$ cat src/logic/wdt_pkg.sv
package wdt_pkg;

    // ------------------------------------------------------------
    // Register addresses, byte addressed
    // ------------------------------------------------------------
    localparam int ADDR_W = 32;
    localparam logic [31:0] TMR_CTRL_RD_ADDR = 32'h05FFFFB8;
    localparam logic [31:0] TMR_CTRL_WR_ADDR = 32'h05FFFFB8;
    localparam logic [31:0] COUNT_RD_ADDR = 32'h05FFFFB9;
    localparam logic [31:0] COUNT_WR_ADDR = 32'h05FFFFB8;
    localparam logic [31:0] RST_CTRL_WR_ADDR = 32'h05FFFFBA;
    localparam logic [31:0] RST_CTRL_RD_ADDR = 32'h05FFFFBB;
    localparam logic [31:0] INT_STAT_ADDR = 32'h05FFFFA0;
    localparam logic [31:0] INT_CLR_ADDR = 32'h05FFFFA2;
    localparam logic [31:0] INT_EN_ADDR = 32'h05FFFFA4;

    // ------------------------------------------------------------
    // Write keys in the upper byte of a 16-bit write
    // ------------------------------------------------------------
    localparam logic [7:0] TMR_CTRL_WR_KEY = 8'hA5;
    localparam logic [7:0] COUNT_WR_KEY = 8'h5A;
    localparam logic [7:0] RST_CTRL_WR_KEY = 8'hA5;

    // ------------------------------------------------------------
    // Field positions
    // ------------------------------------------------------------
    localparam int IV_FLAG_BIT = 7;
    localparam int MODE_BIT = 6;
    localparam int ENABLE_BIT = 5;
    localparam int CKS_LSB = 0;
    localparam int CKS_W = 3;
    localparam int WD_FLAG_BIT = 7;
    localparam int RST_EN_BIT = 6;
    localparam int RST_SEL_BIT = 5;
    localparam int INT_IV_BIT = 0;
    localparam int INT_WD_BIT = 1;
    localparam int INT_W = 2;

    // ------------------------------------------------------------
    // Reset values and reserved bits, which read as one
    // ------------------------------------------------------------
    localparam logic [7:0] COUNT_RST = 8'h00;
    localparam logic [7:0] COUNT_MAX = 8'hFF;
    localparam logic [CKS_W-1:0] CKS_RST = 3'h0;
    localparam logic [7:0] TMR_CTRL_RSVD = 8'h18;
    localparam logic [7:0] RST_CTRL_RSVD = 8'h1F;
    localparam logic [INT_W-1:0] INT_RST = 2'h0;

    // ------------------------------------------------------------
    // Prescaler and overflow pulse timing
    // ------------------------------------------------------------
    localparam int PRE_W = 13;
    localparam int PULSE_CYC = 128;

    typedef enum logic [0:0] {
        PULSE_IDLE = 1'b0,
        PULSE_ACTIVE = 1'b1
    } pulse_t;

endpackage

$ cat src/logic/watchdog_interval_timer.sv
// Added by the designer: the strobed register port.
`timescale 1ns/100ps


module watchdog_interval_timer #(
    parameter int PULSE_CYC = wdt_pkg::PULSE_CYC
) (
    input wire logic ref_clk,
    input wire logic rst,
    input wire logic [31:0] addr,
    input wire logic [15:0] wdata,
    input wire logic wr,
    input wire logic rd,
    output logic [15:0] rdata,
    output logic interval_interrupt_request,
    output logic watchdog_overflow_output,
    output logic por_request,
    output logic manual_reset_request,
    output logic irq
);

    localparam int PCNT_W = $clog2(PULSE_CYC + 1);
    localparam logic [PCNT_W-1:0] PCNT_LOAD = PCNT_W'(PULSE_CYC - 1);
    localparam logic [PCNT_W-1:0] PCNT_ZERO = '0;

    // ------------------------------------------------------------
    // State
    // ------------------------------------------------------------

    logic iv_flag_r;
    logic mode_r;
    logic enable_r;
    logic [wdt_pkg::CKS_W-1:0] cks_r;
    logic [7:0] cnt_r;
    logic wd_flag_r;
    logic rst_en_r;
    logic rst_sel_r;
    logic iv_arm_r;
    logic wd_arm_r;
    logic [wdt_pkg::PRE_W-1:0] pre_r;
    logic [wdt_pkg::INT_W-1:0] int_stat_r;
    logic [wdt_pkg::INT_W-1:0] int_en_r;
    logic [15:0] rdata_r;
    logic irq_r;
    logic wd_out_r;
    logic por_r;
    logic mrst_r;
    wdt_pkg::pulse_t pstate_r;
    logic [PCNT_W-1:0] pcnt_r;

    // ------------------------------------------------------------
    // Prescaler decode
    // ------------------------------------------------------------

    // Returns the divide ratio minus one, so a tick fires when all masked bits are set.
    function automatic logic [wdt_pkg::PRE_W-1:0] div_mask(input logic [wdt_pkg::CKS_W-1:0] sel);
        logic [wdt_pkg::PRE_W-1:0] m;
        m = 13'h0001;
        case (sel)
            3'h0: m = 13'h0001;
            3'h1: m = 13'h003F;
            3'h2: m = 13'h007F;
            3'h3: m = 13'h00FF;
            3'h4: m = 13'h01FF;
            3'h5: m = 13'h03FF;
            3'h6: m = 13'h0FFF;
            3'h7: m = 13'h1FFF;
            default: m = 13'h0001;
        endcase
        return m;
    endfunction

    // ------------------------------------------------------------
    // Bus decode
    // ------------------------------------------------------------

    logic wr_tmr_ctrl;
    logic wr_count;
    logic wr_rst_ctrl;
    logic wr_int_clr;
    logic wr_int_en;
    logic rd_tmr_ctrl;
    logic rd_rst_ctrl;

    // Timer control, count and reset control writes are keyed by the upper byte so a stray word cannot touch the timer.
    assign wr_tmr_ctrl = wr && (addr == wdt_pkg::TMR_CTRL_WR_ADDR)
                         && (wdata[15:8] == wdt_pkg::TMR_CTRL_WR_KEY);
    assign wr_count = wr && (addr == wdt_pkg::COUNT_WR_ADDR)
                      && (wdata[15:8] == wdt_pkg::COUNT_WR_KEY);
    assign wr_rst_ctrl = wr && (addr == wdt_pkg::RST_CTRL_WR_ADDR)
                         && (wdata[15:8] == wdt_pkg::RST_CTRL_WR_KEY);
    assign wr_int_clr = wr && (addr == wdt_pkg::INT_CLR_ADDR);
    assign wr_int_en = wr && (addr == wdt_pkg::INT_EN_ADDR);
    assign rd_tmr_ctrl = rd && (addr == wdt_pkg::TMR_CTRL_RD_ADDR);
    assign rd_rst_ctrl = rd && (addr == wdt_pkg::RST_CTRL_RD_ADDR);

    // ------------------------------------------------------------
    // Tick and overflow events
    // ------------------------------------------------------------

    logic [wdt_pkg::PRE_W-1:0] mask;
    logic tick;
    logic wrap_evt;
    logic iv_evt;
    logic wd_evt;

    // The prescaler restarts with the enable, so the first tick comes one full period later.
    assign mask = div_mask(cks_r);
    assign tick = enable_r && ((pre_r & mask) == mask);
    assign wrap_evt = tick && (cnt_r == wdt_pkg::COUNT_MAX);
    assign iv_evt = wrap_evt && !mode_r;
    assign wd_evt = wrap_evt && mode_r;

    // ------------------------------------------------------------
    // Prescaler
    // ------------------------------------------------------------

    // Free count of system clocks while the timer runs.
    always_ff @(posedge ref_clk) begin
        if (rst || !enable_r || wd_evt) begin
            pre_r <= '0;
        end else begin
            pre_r <= pre_r + 13'h0001;
        end
    end

    // ------------------------------------------------------------
    // Counter
    // ------------------------------------------------------------

    // Held at zero while disabled; a watchdog overflow reinitialises it.
    always_ff @(posedge ref_clk) begin
        if (rst || !enable_r) begin
            cnt_r <= wdt_pkg::COUNT_RST;
        end else if (wd_evt) begin
            cnt_r <= wdt_pkg::COUNT_RST;
        end else if (wr_count) begin
            cnt_r <= wdata[7:0];
        end else if (tick) begin
            cnt_r <= cnt_r + 8'h01;
        end
    end

    // ------------------------------------------------------------
    // Timer control fields
    // ------------------------------------------------------------

    // A watchdog overflow puts the control fields back to reset values.
    always_ff @(posedge ref_clk) begin
        if (rst || wd_evt) begin
            mode_r <= 1'b0;
            enable_r <= 1'b0;
            cks_r <= wdt_pkg::CKS_RST;
        end else if (wr_tmr_ctrl) begin
            mode_r <= wdata[wdt_pkg::MODE_BIT];
            enable_r <= wdata[wdt_pkg::ENABLE_BIT];
            cks_r <= wdata[wdt_pkg::CKS_LSB +: wdt_pkg::CKS_W];
        end
    end

    // ------------------------------------------------------------
    // Interval overflow flag
    // ------------------------------------------------------------

    // A new overflow wins over a clearing write in the same cycle.
    always_ff @(posedge ref_clk) begin
        if (rst) begin
            iv_flag_r <= 1'b0;
        end else if (iv_evt) begin
            iv_flag_r <= 1'b1;
        end else if (wd_evt) begin
            iv_flag_r <= 1'b0;
        end else if (wr_tmr_ctrl && iv_arm_r && !wdata[wdt_pkg::IV_FLAG_BIT]) begin
            iv_flag_r <= 1'b0;
        end
    end

    // Arms the clear when software has seen the flag set.
    always_ff @(posedge ref_clk) begin
        if (rst || wd_evt) begin
            iv_arm_r <= 1'b0;
        end else if (wr_tmr_ctrl) begin
            iv_arm_r <= 1'b0;
        end else if (rd_tmr_ctrl && iv_flag_r) begin
            iv_arm_r <= 1'b1;
        end
    end

    // ------------------------------------------------------------
    // Reset control and watchdog flag
    // ------------------------------------------------------------

    // Reset enable and select are plain software fields.
    always_ff @(posedge ref_clk) begin
        if (rst) begin
            rst_en_r <= 1'b0;
            rst_sel_r <= 1'b0;
        end else if (wr_rst_ctrl) begin
            rst_en_r <= wdata[wdt_pkg::RST_EN_BIT];
            rst_sel_r <= wdata[wdt_pkg::RST_SEL_BIT];
        end
    end

    // The watchdog flag survives the timer's own reinitialisation.
    always_ff @(posedge ref_clk) begin
        if (rst) begin
            wd_flag_r <= 1'b0;
        end else if (wd_evt) begin
            wd_flag_r <= 1'b1;
        end else if (wr_rst_ctrl && wd_arm_r && !wdata[wdt_pkg::WD_FLAG_BIT]) begin
            wd_flag_r <= 1'b0;
        end
    end

    // Arms the watchdog flag clear after a read that saw it set.
    always_ff @(posedge ref_clk) begin
        if (rst) begin
            wd_arm_r <= 1'b0;
        end else if (wr_rst_ctrl) begin
            wd_arm_r <= 1'b0;
        end else if (rd_rst_ctrl && wd_flag_r) begin
            wd_arm_r <= 1'b1;
        end
    end

    // ------------------------------------------------------------
    // Overflow pulse timer
    // ------------------------------------------------------------

    // Stretches the watchdog overflow into a pulse the outside can see.
    always_ff @(posedge ref_clk) begin
        if (rst) begin
            pstate_r <= wdt_pkg::PULSE_IDLE;
            pcnt_r <= PCNT_ZERO;
        end else begin
            case (pstate_r)
                wdt_pkg::PULSE_IDLE: begin
                    if (wd_evt) begin
                        pstate_r <= wdt_pkg::PULSE_ACTIVE;
                        pcnt_r <= PCNT_LOAD;
                    end
                end
                wdt_pkg::PULSE_ACTIVE: begin
                    if (pcnt_r == PCNT_ZERO) begin
                        pstate_r <= wdt_pkg::PULSE_IDLE;
                    end else begin
                        pcnt_r <= pcnt_r - 1'b1;
                    end
                end
                default: begin
                    pstate_r <= wdt_pkg::PULSE_IDLE;
                    pcnt_r <= PCNT_ZERO;
                end
            endcase
        end
    end

    // Output and reset request rise together, so the reset never leads the output.
    always_ff @(posedge ref_clk) begin
        if (rst) begin
            wd_out_r <= 1'b0;
            por_r <= 1'b0;
            mrst_r <= 1'b0;
        end else if (wd_evt) begin
            wd_out_r <= 1'b1;
            por_r <= rst_en_r && !rst_sel_r;
            mrst_r <= rst_en_r && rst_sel_r;
        end else if (pstate_r == wdt_pkg::PULSE_ACTIVE && pcnt_r == PCNT_ZERO) begin
            wd_out_r <= 1'b0;
            por_r <= 1'b0;
            mrst_r <= 1'b0;
        end
    end

    // ------------------------------------------------------------
    // Interrupt status, clear and enable
    // ------------------------------------------------------------

    logic [wdt_pkg::INT_W-1:0] int_evt;
    logic [wdt_pkg::INT_W-1:0] int_clr;

    assign int_evt = {wd_evt, iv_evt};
    assign int_clr = wr_int_clr ? wdata[wdt_pkg::INT_W-1:0] : wdt_pkg::INT_RST;

    // Sticky bits; an event in the clearing cycle is kept.
    always_ff @(posedge ref_clk) begin
        if (rst) begin
            int_stat_r <= wdt_pkg::INT_RST;
        end else begin
            int_stat_r <= (int_stat_r & ~int_clr) | int_evt;
        end
    end

    // Enable mask.
    always_ff @(posedge ref_clk) begin
        if (rst) begin
            int_en_r <= wdt_pkg::INT_RST;
        end else if (wr_int_en) begin
            int_en_r <= wdata[wdt_pkg::INT_W-1:0];
        end
    end

    // Registered so the line is glitch free, at the price of one cycle of lag.
    always_ff @(posedge ref_clk) begin
        if (rst) begin
            irq_r <= 1'b0;
        end else begin
            irq_r <= |(int_stat_r & int_en_r);
        end
    end

    // ------------------------------------------------------------
    // Read data
    // ------------------------------------------------------------

    // Data stand only in the cycle after the strobe; unmapped reads give zero.
    always_ff @(posedge ref_clk) begin
        if (rst || !rd) begin
            rdata_r <= 16'h0000;
        end else begin
            case (addr)
                wdt_pkg::TMR_CTRL_RD_ADDR: begin
                    rdata_r <= {8'h00, iv_flag_r, mode_r, enable_r, 2'b11, cks_r} | {8'h00, wdt_pkg::TMR_CTRL_RSVD};
                end
                wdt_pkg::COUNT_RD_ADDR: begin
                    rdata_r <= {8'h00, cnt_r};
                end
                wdt_pkg::RST_CTRL_RD_ADDR: begin
                    rdata_r <= {8'h00, wd_flag_r, rst_en_r, rst_sel_r, wdt_pkg::RST_CTRL_RSVD[4:0]};
                end
                wdt_pkg::INT_STAT_ADDR: begin
                    rdata_r <= {14'h0000, int_stat_r};
                end
                wdt_pkg::INT_EN_ADDR: begin
                    rdata_r <= {14'h0000, int_en_r};
                end
                default: begin
                    rdata_r <= 16'h0000;
                end
            endcase
        end
    end

    // ------------------------------------------------------------
    // Outputs
    // ------------------------------------------------------------

    // Every output is a flip-flop; the interval request is the flag itself.
    assign rdata = rdata_r;
    assign interval_interrupt_request = iv_flag_r;
    assign watchdog_overflow_output = wd_out_r;
    assign por_request = por_r;
    assign manual_reset_request = mrst_r;
    assign irq = irq_r;

endmodule

$ cat config.mk
export PLATFORM = sky130hd
export DESIGN_NAME = watchdog_interval_timer
export DESIGN_NICKNAME = d
export VERILOG_FILES = /design/src/logic/wdt_pkg.sv /design/src/logic/watchdog_interval_timer.sv
export SDC_FILE = /design/constraint.sdc
export NUM_CORES = 1
export LEC_CHECK = 0
export BUFFER_PORTS_ARGS = -buffer_cell sky130_fd_sc_hd__buf_2
export CORE_AREA = 2 2 101 103
export DETAILED_ROUTE_END_ITERATION = 7
export DIE_AREA = 0 0 103 105
export PLACE_DENSITY = 0.63
export SLEW_MARGIN = 10
export SYNTH_ARGS = -nofsm -noshare
export SYNTH_HDL_FRONTEND = slang
export SYNTH_SLANG_ARGS = --single-unit
$ cat constraint.sdc
create_clock -name ref_clk -period 1.9 [get_ports ref_clk]
set_input_delay 0.285 -clock ref_clk [delete_from_list [all_inputs] [get_ports ref_clk]]
set_output_delay 0.285 -clock ref_clk [all_outputs]
set_load 0.005 [all_outputs]
After elaboration in Yosys (flattened, before gate mapping). Memory sizes are Yosys's and may differ from the RTL's. A register that Yosys moved wholly into a read port is not among the register bits. Cells that the tools add are included. Widths: inputs -> output; s select.

Add/subtract/negate cells: 3. Eq/ne operators: 13. Mux-type cells: 21. Bitwise gates (word level): 6. Reductions and logical operators: 41.

Operator list (number): $eq 32x27->1 const B (7); $pmux 8 s5 (1); $mux 8 (4); $logic_and 1x1->1 (22); $eq 8x8->1 const B (2); $pmux 8 s2 (1); $add 13x1->13 const B (1); $and 13x13->13 (1); $eq 13x13->1 (1); $mux 1 (11); $add 8x1->8 const B (1); $eq 8x7->1 const B (1); $logic_not 8->1 (1); $reduce_or 2->1 (4); $sub 8x1->8 const B (1); $mux 3 (2); $reduce_bool 2->1 (3); $logic_not 1->1 (5); $and 2x2->2 (2); $logic_or 1x1->1 (4); $ne 2x2->1 const B (2); $reduce_bool 3->1 (1); $mux 2 (1); $not 2->2 (1); other kinds (4) (4).

Register bits after elaboration: 65. ROM bits: 96. Bits of input ports: 52. Word-level logic and storage cells: 105. Memories: 1.

Memories: (no name shown) (depth 8, bits a word 12, rd ports 1, clocked after memory_dff 1, write ports 0, RTL line watchdog_interval_timer.sv:59) `case (sel)`.

Longest topological paths before layout. Gate-level depths: netlist (run 1).

Depth after elaboration: 8. Gate-level depth with buffers: 8.

Worst setup path before layout (run 1). Ideal clock, no wire load.

Path type: register to register. Start: reg pre_r[10] in the netlist's numbering. End: reg pre_r[8] in the netlist's numbering. Setup time: 0.115 ns. Arrival time: 1.783 ns. Required time: 1.785 ns. Path slack: 0.002 ns. Cell stages (with the launch flop): 9. Path buffers: 3. Cell sequence: dfxtp_1 -> nand2_1 -> a221o_1 -> buf_6 -> or4_1 -> buf_6 -> nand2_8 -> buf_8 -> nor2_1.

Cells in the longest elaborated chain, start to end: 6.

Ends and longest elaborated chain: start: declaration (RTL line watchdog_interval_timer.sv:40) `logic [wdt_pkg::PRE_W-1:0] pre_r;`; start signal: assignment (RTL line watchdog_interval_timer.sv:123) `pre_r <= pre_r + 13'h0001;`; $and 13x13->13 (RTL line watchdog_interval_timer.sv:109) `assign tick = enable_r && ((pre_r & mask) == mask);`; $eq 13x13->1 (RTL line watchdog_interval_timer.sv:109); $logic_and 1x1->1 (RTL line watchdog_interval_timer.sv:109); $logic_and 1x1->1 (RTL line watchdog_interval_timer.sv:110) `assign wrap_evt = tick && (cnt_r == wdt_pkg::COUNT_MAX);`; $logic_and 1x1->1 (RTL line watchdog_interval_timer.sv:112) `assign wd_evt = wrap_evt && mode_r;`; $logic_or 1x1->1 (RTL line watchdog_interval_timer.sv:120) `if (rst || !enable_r || wd_evt) begin`.

No other way between the ends. A chain may end at the register's enable or synchronous reset.

Worst setup path in the final report (run 1).
Start: reg pre_r[11] in the netlist's numbering. End: reg, netlist name mask[7].

Cells in the longest elaborated chain, start to end: 7.

Ends and longest elaborated chain: $and 13x13->13 (RTL line watchdog_interval_timer.sv:109); $eq 13x13->1 (RTL line watchdog_interval_timer.sv:109); $logic_and 1x1->1 (RTL line watchdog_interval_timer.sv:109); $logic_and 1x1->1 (RTL line watchdog_interval_timer.sv:110); $logic_and 1x1->1 (RTL line watchdog_interval_timer.sv:112); $logic_or 1x1->1 (RTL line watchdog_interval_timer.sv:150) `if (rst || wd_evt) begin`; $mux 3 (no line).

No other way between the ends.

==> results of run 1 <==
[kinds of logic (layout without fill, tap and decap cells)]
family / count (synthesis) / after routing
AO/OA/AOI/OAI: 61 / 61
other: 1 / 8
multiplexers: 12 / 12
XOR/XNOR: 18 / 18
buffers and inverters: 34 / 130
adder cells (fa/ha/maj): 3 / 3
AND/OR/NAND/NOR: 189 / 191
flip-flops: 64 / 64
[Yosys cell counts, types with 2 or more instances]
cell	count
nand4b_1	5
clkbuf_1	10
and4_1	5
nor2b_1	2
nor2_1	42
nor3_1	13
nor4_1	11
buf_6	4
nand2_1	27
mux2_2	2
inv_1	6
buf_4	9
o211ai_1	4
nand4_1	15
and3_1	7
o21ai_0	9
a21oi_1	22
or3_1	2
nand2b_1	10
a2bb2oi_1	2
nand3b_1	5
a31oi_1	2
a211oi_2	7
or2_2	2
buf_2	4
a22oi_1	3
nor3b_1	6
ha_1	3
nand3_1	16
xnor2_1	11
nor4_2	3
xor2_1	7
mux2i_1	10
nand4_2	2
and3b_1	2
a211oi_1	6
dfxtp_1	64
[worst max-delay path by stage]
stage | startpoint | cells past startpoint | to | slack (ns)
2_1_floorplan | pre_r[10] | 8 | pre_r[8] | 0.002
3_3_place_gp | wdata[12] | 7 | wd_flag_r | -0.14
3_5_place_dp | addr[27] | 7 | rdata[2] | -0.14
4_1_cts | pre_r[11] | 7 | cnt_r[1] | 0.002
5_1_grt | pcnt_r[1] | 7 | pcnt_r[4] | -0.01
6_report | pre_r[11] | 6 | mask[7] | 0.06
[through the flow]
stage               instances  hold slack (ns)  power, mW
CTS                       619           0.2006      2.990
global route              620           0.2301      3.059
floorplan                 389           0.3906      1.445
detailed placement        601           0.4488      1.509
finish                    620           0.2135      2.962
global placement          601           0.4479      1.508
[state kept, by name (all words and copies together) (netlist names), 2 cells and up]
signal      cells
pre_r          13
pcnt_r          8
cks_r           3
rdata           8
int_stat_r      2
mask            7
cnt_r           8
int_en_r        2
[worst reg2reg max path, stage by stage (launching register included)]
cell      delay [ns]
dfxtp_2         0.33
nand2_1         0.06
a221o_1         0.40
or4_4           0.58
buf_12          0.18
nand2b_4        0.11
nor3_1          0.07
[cell type report]
type                       count  area, um2  area share
sequential                    64       1285      0.2944
clock inverter                 5      102.6     0.02351
multi-input combinational    293       1973      0.4521
timing repair buffer         108      663.1      0.1519
inverter                       6      22.52    0.005161
tap                          133      166.4     0.03813
clock buffer                  11      151.4     0.03469
[power by group]
| group | switching, mW | internal (mW) | leakage [nW] | total (mW) |
|---|---|---|---|---|
| logic | 0.0776 | 0.0639 | 1.08 | 0.141 |
| registers | 0.0000000000100 | 1.34 | 0.517 | 1.34 |
| clock network | 0.539 | 0.941 | 0.126 | 1.48 |
[per-layer routing]
layer | GRT usage | share of wire | vias up
met5 | 0 | 0 | -
met1 | 0.2041 | 0.44 | 1511
li1 | - | - | 1583
met3 | 0.03946 | 0.057 | 14
met4 | 0.07049 | 0.021 | 0
met2 | 0.2737 | 0.48 | 108
[layout by cell type (no fill, tap or decap), types with 3 or more instances in the layout]
cell	synthesis	layout
nor2_1	42	42
buf_2	4	64
nor4_1	11	10
nor3b_1	6	5
nand4b_1	5	5
nand3_1	16	16
nor4_2	3	3
conb_1	1	8
inv_1	6	4
nand2b_1	10	10
bufinv_16	0	3
a22oi_1	3	3
dfxtp_2	0	3
and4_1	5	5
xnor2_1	11	11
o211ai_1	4	4
nand3b_1	5	5
xor2_1	7	7
nor3_1	13	12
a211oi_1	6	5
dfxtp_1	64	61
a21oi_1	22	22
a211oi_2	7	8
nand4_1	15	15
and3_1	7	7
mux2i_1	10	10
o21ai_0	9	9
clkbuf_8	0	11
nand2_1	27	27
buf_4	9	43
[repair_timing]
action                                  in CTS  in global routing
cloned                                       2                  0
hold buffers                                 0                  0
buffers inserted                             0                  1
endpoints found under the setup margin      39                 42
gates resized for setup                      5                 14
pin swaps                                    0                  4
==> impl_metrics.py, run 1 <==
metrics = {
    "outcome": {
        "status": "complete, no violations",
    },
    "setup_path": {
        "r2r_start": "pre_r[11]",
        "worst_setup_path_start_kind": "flip-flop",
        "path_buf_inv": 1,
        "critical_path_class": "flip-flop to flip-flop",
        "critPathMaxStageDelay_ns": 0.58,
        "rr_worst_depth": 6,
        "arrival_ns": 2.07,
        "cp_max_fo": 8,
        "cp.required_ns": 2.13,
        "path_cells": "nand2_1 -> a221o_1 -> or4_4 -> buf_12 -> nand2b_4 -> nor3_1",
        "end_kind": "flip-flop",
        "cp_slowest_cell": "or4_4",
        "r2r_slack_ns": 0.06,
        "critPathTopFamily": "simple AND/OR/NAND/NOR gates",
        "rr_endpoint": "mask[7]",
    },
    "cts": {
        "clk_pin_slew_ns": 0.07,
        "cts-root-buf": "clkbuf_8",
        "clockBufferDepth": 2,
        "cts_sinks": 64,
        "clk_latency_ns": 0.35,
        "tritoncts": "yes",
        "h-tree-depth": 3,
        "numCtsBuffers": 9,
    },
    "power": {
        "power.leakage_nw": 1.717,
        "vdd_drop_max_mv": 0.3112,
        "p_per_area_nw_per_um2": 678.7,
    },
    "layout": {
        "antennaDiodeCount": 0,
        "fin_nets": 537,
        "drive_above_1_share": 0.3368,
        "post-route-util": 0.4528,
        "final_area_um2": 4364,
        "fillers": 945,
        "areaGrowthSynthToFinish_pct": 30.05,
    },
    "floorplan": {
        "fp.dieH_um": 105,
        "num_rows": 36,
        "start_util": 0.3481,
        "coreArea_um2": 9639,
        "die-area_um2": 10820,
        "ioPinCount": 73,
        "die_width_um": 103,
    },
    "logic_synthesis": {
        "synthCells": 382,
        "synthAdderAreaFrac": 0.01119,
        "synth.avg_cell_area_um2": 8.785,
        "synth_area_um2": 3356,
        "synthArstFlopShare": 0,
        "synth_compound_area_frac": 0.1286,
        "netlist_top_cells_area": "dfxtp_1 (38%), nor2_1 (4.7%), a21oi_1 (3.3%)",
        "yosysUniqueCellTypes": 59,
        "synth-simple-area-share": 0.3318,
        "synth_top_family_by_area": "simple AND/OR/NAND/NOR gates",
        "dominantRegCellSynth": "dfxtp_1",
        "yosysTopAreaCellShare": 0.3818,
        "synth_xor_area_frac": 0.04698,
        "synth-seq-cells": 64,
        "yosys.area.top_type": "dfxtp_1",
        "synth-edff-count": 0,
        "synthMuxAreaShare": 0.03654,
        "yosys_warnings": 0,
        "ys_seq_area_frac": 0.3818,
    },
    "grt": {
        "grt_max_degree": 16,
        "grt_pass1_vias": 3058,
        "grt_overflow": 0,
        "grt_pass1_wl_um": 14140,
        "grt_usage": 0.1662,
        "antenna_found_initial": 0,
    },
    "sta": {
        "skew_ns": 0.008932,
        "hold_viol": 0,
        "setup_viol": 0,
        "slew_violations": 0,
        "tightest_slew_ns": 0.8876,
        "min_period_over_period": 0.9708,
        "max_freq_ghz": 0.5421,
        "setup-tns-final_ns": 0,
        "max_slew_margin": 0.4071,
        "rsz0062_at_grt": "yes",
        "fin_ws_ns": 0.05549,
        "finalCriticalPeriod_ns": 1.845,
    },
    "min_path": {
        "hold_class": "primary input to flip-flop",
        "min_path_cells": 3,
        "min_from": "wdata[6]",
        "whs_endpoint": "mode_r",
    },
    "place": {
        "port-buffer-count": 64,
        "globalplace.congestion": 0.8849,
        "dpl-instance-area_um2": 4006,
        "dp_hpwl_um": 6504,
        "place_ws_ns": -0.1449,
    },
    "route": {
        "drc": 0,
        "vias_per_cell": 5.187,
        "via_count": 3216,
        "ant_nets": 0,
        "wl_per_cell_um": 13.99,
        "drt_wl_total_um": 8672,
        "drt_iter0_markers": 101,
        "first_pass_iters": 4,
    },
    "flow_run": {
        "maxCapViolCount": 0,
    },
}
(Power assumes the default switching activity.)
==> inputs of run 2 (changes only) <==
Settings changed: RECOVER_POWER set to 25.
==> impl_metrics.py, run 2 (synthesis results as in run 1) <==
metrics = {
    "outcome": {
        "status": "complete, no violations",
    },
    "floorplan": {
        "coreArea_um2": 9639,
        "ioPinCount": 73,
        "start_util": 0.3481,
        "die-area_um2": 10820,
        "fp.dieH_um": 105,
        "die_width_um": 103,
        "num_rows": 36,
    },
    "layout": {
        "drive_above_1_share": 0.3203,
        "areaGrowthSynthToFinish_pct": 29.60,
        "final_common_cell": "dfxtp_1",
        "final_cell_mix": "dfxtp_1 (61), buf_2 (58), nor2_1 (42), buf_4 (41), nand2_1 (27)",
        "largest_reg_flops": 13,
        "regMostFlops": "pre_r",
        "fin_nets": 537,
        "post-route-util": 0.4512,
        "antennaDiodeCount": 0,
    },
    "grt": {
        "grt_max_degree": 16,
        "grt_pass1_wl_um": 14140,
        "grt_usage": 0.1662,
        "grt_pass1_vias": 3058,
        "grt_overflow": 0,
        "antenna_found_initial": 0,
    },
    "cts": {
        "clk_latency_ns": 0.35,
        "clk_pin_slew_ns": 0.07,
        "postCtsHoldBufs": 0,
        "numCtsBuffers": 9,
        "cts_sinks": 64,
        "h-tree-depth": 3,
        "cts-root-buf": "clkbuf_8",
        "tritoncts": "yes",
        "clockBufferDepth": 2,
    },
    "setup_path": {
        "cp.required_ns": 2.13,
        "worst_setup_path_start_kind": "flip-flop",
        "critical_path_class": "flip-flop to flip-flop",
        "arrival_ns": 2.07,
        "end_kind": "flip-flop",
        "cp_max_fo": 8,
    },
    "sta": {
        "hold_viol": 0,
        "min_period_over_period": 0.9702,
        "skew_ns": 0.009158,
        "setup_viol": 0,
        "finalCriticalPeriod_ns": 1.843,
        "rsz0062_at_grt": "yes",
        "tightest_slew_ns": 0.8849,
        "slew_violations": 0,
        "max_slew_margin": 0.4089,
        "max_freq_ghz": 0.5425,
        "fin_ws_ns": 0.05669,
    },
    "route": {
        "drt_iter0_markers": 99,
        "drc": 0,
        "first_pass_iters": 4,
        "vias_per_cell": 5.145,
        "drt_wl_total_um": 8686,
        "ant_nets": 0,
        "wl_per_cell_um": 14.01,
        "via_count": 3190,
    },
    "power": {
        "sequentialPowerShare": 0.453,
        "power.share.clock": 0.500,
        "vdd_drop_max_mv": 0.3094,
        "power.leakage_nw": 1.684,
        "swShare": 0.2080,
        "power_switching_mw": 0.6158,
        "p_per_area_nw_per_um2": 680.7,
        "power_frac_comb": 0.048,
        "p_int_mw": 2.345,
    },
    "place": {
        "dp_hpwl_um": 6504,
        "place_ws_ns": -0.1449,
        "port-buffer-count": 64,
        "globalplace.congestion": 0.8849,
    },
    "flow_run": {
        "maxCapViolCount": 0,
    },
    "min_path": {
        "hold_class": "primary input to flip-flop",
    },
}
==> run 2: cell types whose count changed in the layout (fill, tap and decap cells not counted) <==
cell,before,now
buf_4,43,41
or4_1,0,1
buf_2,64,58
or4_4,2,1
clkbuf_4,0,1
clkbuf_1,0,7
==> run 2: what timing repair did <==
item                                    4_1_cts  5_1_grt
pin swaps                                     0        4
gates resized for setup                       5       14
cloned                                        2        0
endpoints found under the setup margin       39       42
setup buffers                                 0        1
==> run 2: worst max-delay path, cell delays in order, from the launching register on <==
cell and delay, ns:
dfxtp_2 0.33, nand2_1 0.06, a221o_1 0.40, or4_4 0.58
buf_12 0.18, nand2b_4 0.11, nor3_1 0.06
==> run 2: area by class of cell <==
cell class,instances,area (um2)
clock inverters,5,102.6
fillers,949,5290
inverters,6,22.52
multi-input cells,293,1969
flip-flops and latches,64,1285
clock buffers,11,151.4
repair buffers,108,651.9
well taps,133,166.4
==> run 2: worst paths after layout <==
check,start,endpoint,slack (ns),depth (start not counted)
setup reg to reg,pre_r[11],mask[7],0.06,6
setup / recovery,pre_r[11],mask[7],0.06,6
hold reg to reg,watchdog_overflow_output,watchdog_overflow_output,0.46,2
hold / removal,wdata[6],mode_r,0.21,3
==> run 2: routing by layer <==
metal  share of wire  GRT usage
met4           0.021    0.07049
met3           0.050    0.03946
met1            0.44     0.2041
met5               0          0
met2            0.48     0.2737
==> run 2: power by group through the flow <==
stage	logic, mW	clock network [mW]	registers [mW]
3_3_place_gp	0.136	0	1.37
4_1_cts	0.141	1.51	1.34
2_1_floorplan	0.0740	0	1.37
6_report	0.141	1.48	1.34
5_1_grt	0.154	1.56	1.34
3_5_place_dp	0.138	0	1.37
==> run 2: through the flow <==
| step | hold slack [ns] | TNS, ns | total power [mW] | instances | instance area [um2] |
|---|---|---|---|---|---|
| floorplan | 0.3906 | 0 | 1.445 | 389 | 3382 |
| global placement | 0.4479 | -2.855 | 1.508 | 601 | 4006 |
| detailed placement | 0.4488 | -3.207 | 1.509 | 601 | 4006 |
| CTS | 0.2006 | 0 | 2.990 | 619 | 4305 |
| global route | 0.2301 | -0.01005 | 3.058 | 620 | 4349 |
| finish | 0.2138 | 0 | 2.960 | 620 | 4349 |
==> inputs of run 3 (changes only) <==
Settings changed: CORE_AREA 2 2 101 103 to 2 2 86 88, DIE_AREA 0 0 103 105 to 0 0 88 90, PLACE_DENSITY 0.63 to 0.81.
==> impl_metrics.py, run 3 (synthesis results as in run 1) <==
metrics = {
    "outcome": {
        "status": "complete, no violations",
    },
    "setup_path": {
        "cp.required_ns": 2.15,
        "r2r_start": "pre_r[11]",
        "critical_path_class": "flip-flop to flip-flop",
        "arrival_ns": 2.06,
        "rr_endpoint": "pcnt_r[5]",
        "end_kind": "flip-flop",
        "r2r_slack_ns": 0.09,
        "rr_worst_depth": 7,
        "worst_setup_path_start_kind": "flip-flop",
        "cp_max_fo": 8,
    },
    "grt": {
        "grt_overflow": 0,
        "grt_pass1_wl_um": 13570,
        "grt_usage": 0.2163,
        "antenna_found_initial": 0,
        "grt_pass1_vias": 2953,
        "grt_max_degree": 20,
    },
    "route": {
        "first_pass_iters": 5,
        "drt_wl_total_um": 8479,
        "drt_iter0_markers": 113,
        "via_count": 3225,
        "drc": 0,
        "vias_per_cell": 5.551,
        "ant_nets": 0,
        "wl_per_cell_um": 14.59,
    },
    "min_path": {
        "min_from": "wdata[6]",
        "min_path_cells": 3,
        "whs_endpoint": "mode_r",
        "hold_class": "primary input to flip-flop",
    },
    "layout": {
        "final_area_um2": 4223,
        "drive_above_1_share": 0.3050,
        "final_cell_mix": "dfxtp_1 (62), buf_2 (60), nor2_1 (42), buf_4 (37), nand2_1 (27)",
        "areaGrowthSynthToFinish_pct": 25.84,
        "regMostFlops": "pre_r",
        "antennaDiodeCount": 0,
        "final_common_cell": "dfxtp_1",
        "largest_reg_flops": 13,
        "post-route-util": 0.6015,
        "fin_nets": 532,
    },
    "cts": {
        "tritoncts": "yes",
        "postCtsHoldBufs": 0,
        "cts_sinks": 64,
        "h-tree-depth": 3,
        "clk_pin_slew_ns": 0.07,
        "numCtsBuffers": 9,
        "clk_latency_ns": 0.35,
        "cts-root-buf": "clkbuf_8",
        "clockBufferDepth": 2,
    },
    "power": {
        "vdd_drop_max_mv": 0.3076,
        "power.leakage_nw": 1.648,
        "power_mw": 2.772,
        "p_per_area_nw_per_um2": 656.4,
    },
    "sta": {
        "finalCriticalPeriod_ns": 1.807,
        "hold_viol": 0,
        "min_period_over_period": 0.9513,
        "rsz0062_at_grt": "no",
        "max_slew_margin": 0.4088,
        "setup_viol": 0,
        "skew_ns": 0.01164,
        "slew_violations": 0,
        "max_freq_ghz": 0.5533,
        "holdWs_ns": 0.2253,
        "tightest_slew_ns": 0.8849,
    },
    "floorplan": {
        "ioPinCount": 73,
        "coreArea_um2": 7020,
        "die_width_um": 88,
        "fp.dieH_um": 90,
        "start_util": 0.4780,
        "num_rows": 31,
        "die-area_um2": 7920,
    },
    "flow_run": {
        "maxCapViolCount": 0,
    },
    "place": {
        "dp_hpwl_um": 6190,
        "dpl-instance-area_um2": 3939,
        "globalplace.congestion": 0.9071,
        "port-buffer-count": 64,
    },
}
[run 3: changes by cell type in the layout (fill, tap and decap cells not counted), moves of 2 or more]
cell      previous run  this run
clkbuf_1             7         5
inv_2                2         0
buf_4               41        37
buf_2               58        60
nor4_1              10        12
inv_1                4         6
[run 3: power by group]
group | switching [mW] | internal [mW] | total (mW)
combinational | 0.0758 | 0.0625 | 0.138
clock | 0.521 | 0.772 | 1.29
sequential | 0.0000000000115 | 1.34 | 1.34
total | 0.597 | 2.18 | 2.77
[run 3: worst max-delay path by stage]
stage | from | to | cells after the start
after floorplan | pre_r[10] | pre_r[8] | 8
after global placement | wdata[12] | wd_flag_r | 6
after detailed placement | wdata[12] | wd_flag_r | 6
after CTS | pre_r[11] | pre_r[10] | 6
after global routing | pre_r[11] | pcnt_r[5] | 7
final | pre_r[11] | pcnt_r[5] | 7
[run 3: worst max-delay path, stage by stage (launching register included)]
cell     delay, ns
dfxtp_2       0.36
nand2_1       0.07
a221o_1       0.33
buf_4         0.19
nor4_4        0.25
buf_4         0.17
nor3_1        0.05
nor4_1        0.29
[run 3: what timing repair did]
action	4_1_cts	5_1_grt
pin swaps	0	2
gates cloned	1	1
setup buffers	0	1
resized for setup	1	11
endpoints found under the setup margin	4	42
[run 3: area by class of cell]
type	instances	area [um2]
clock buffers	11	141.4
clock inverters	5	80.08
fillers	584	2798
inverters	6	22.52
multi-input cells	293	1943
flip-flops and latches	64	1284
well taps	99	123.9
repair buffers	103	628.1
[run 3: metrics by stage]
step	worst slack, ns	instances	setup TNS, ns
floorplan	0.002018	389	0
global route	0.004967	581	0
CTS	0.006114	579	0
detailed placement	-0.1240	562	-0.9123
global placement	-0.07626	562	-0.1486
finish	0.09262	581	0
[run 3: routing by layer]
| metal | share of wire | up-vias | track usage |
|---|---|---|---|
| met1 | 0.42 | 1476 | 0.2654 |
| met3 | 0.063 | 19 | 0.04224 |
| li1 | - | 1573 | - |
| met5 | 0 | - | 0 |
| met2 | 0.50 | 157 | 0.3624 |
| met4 | 0.021 | 0 | 0.09231 |
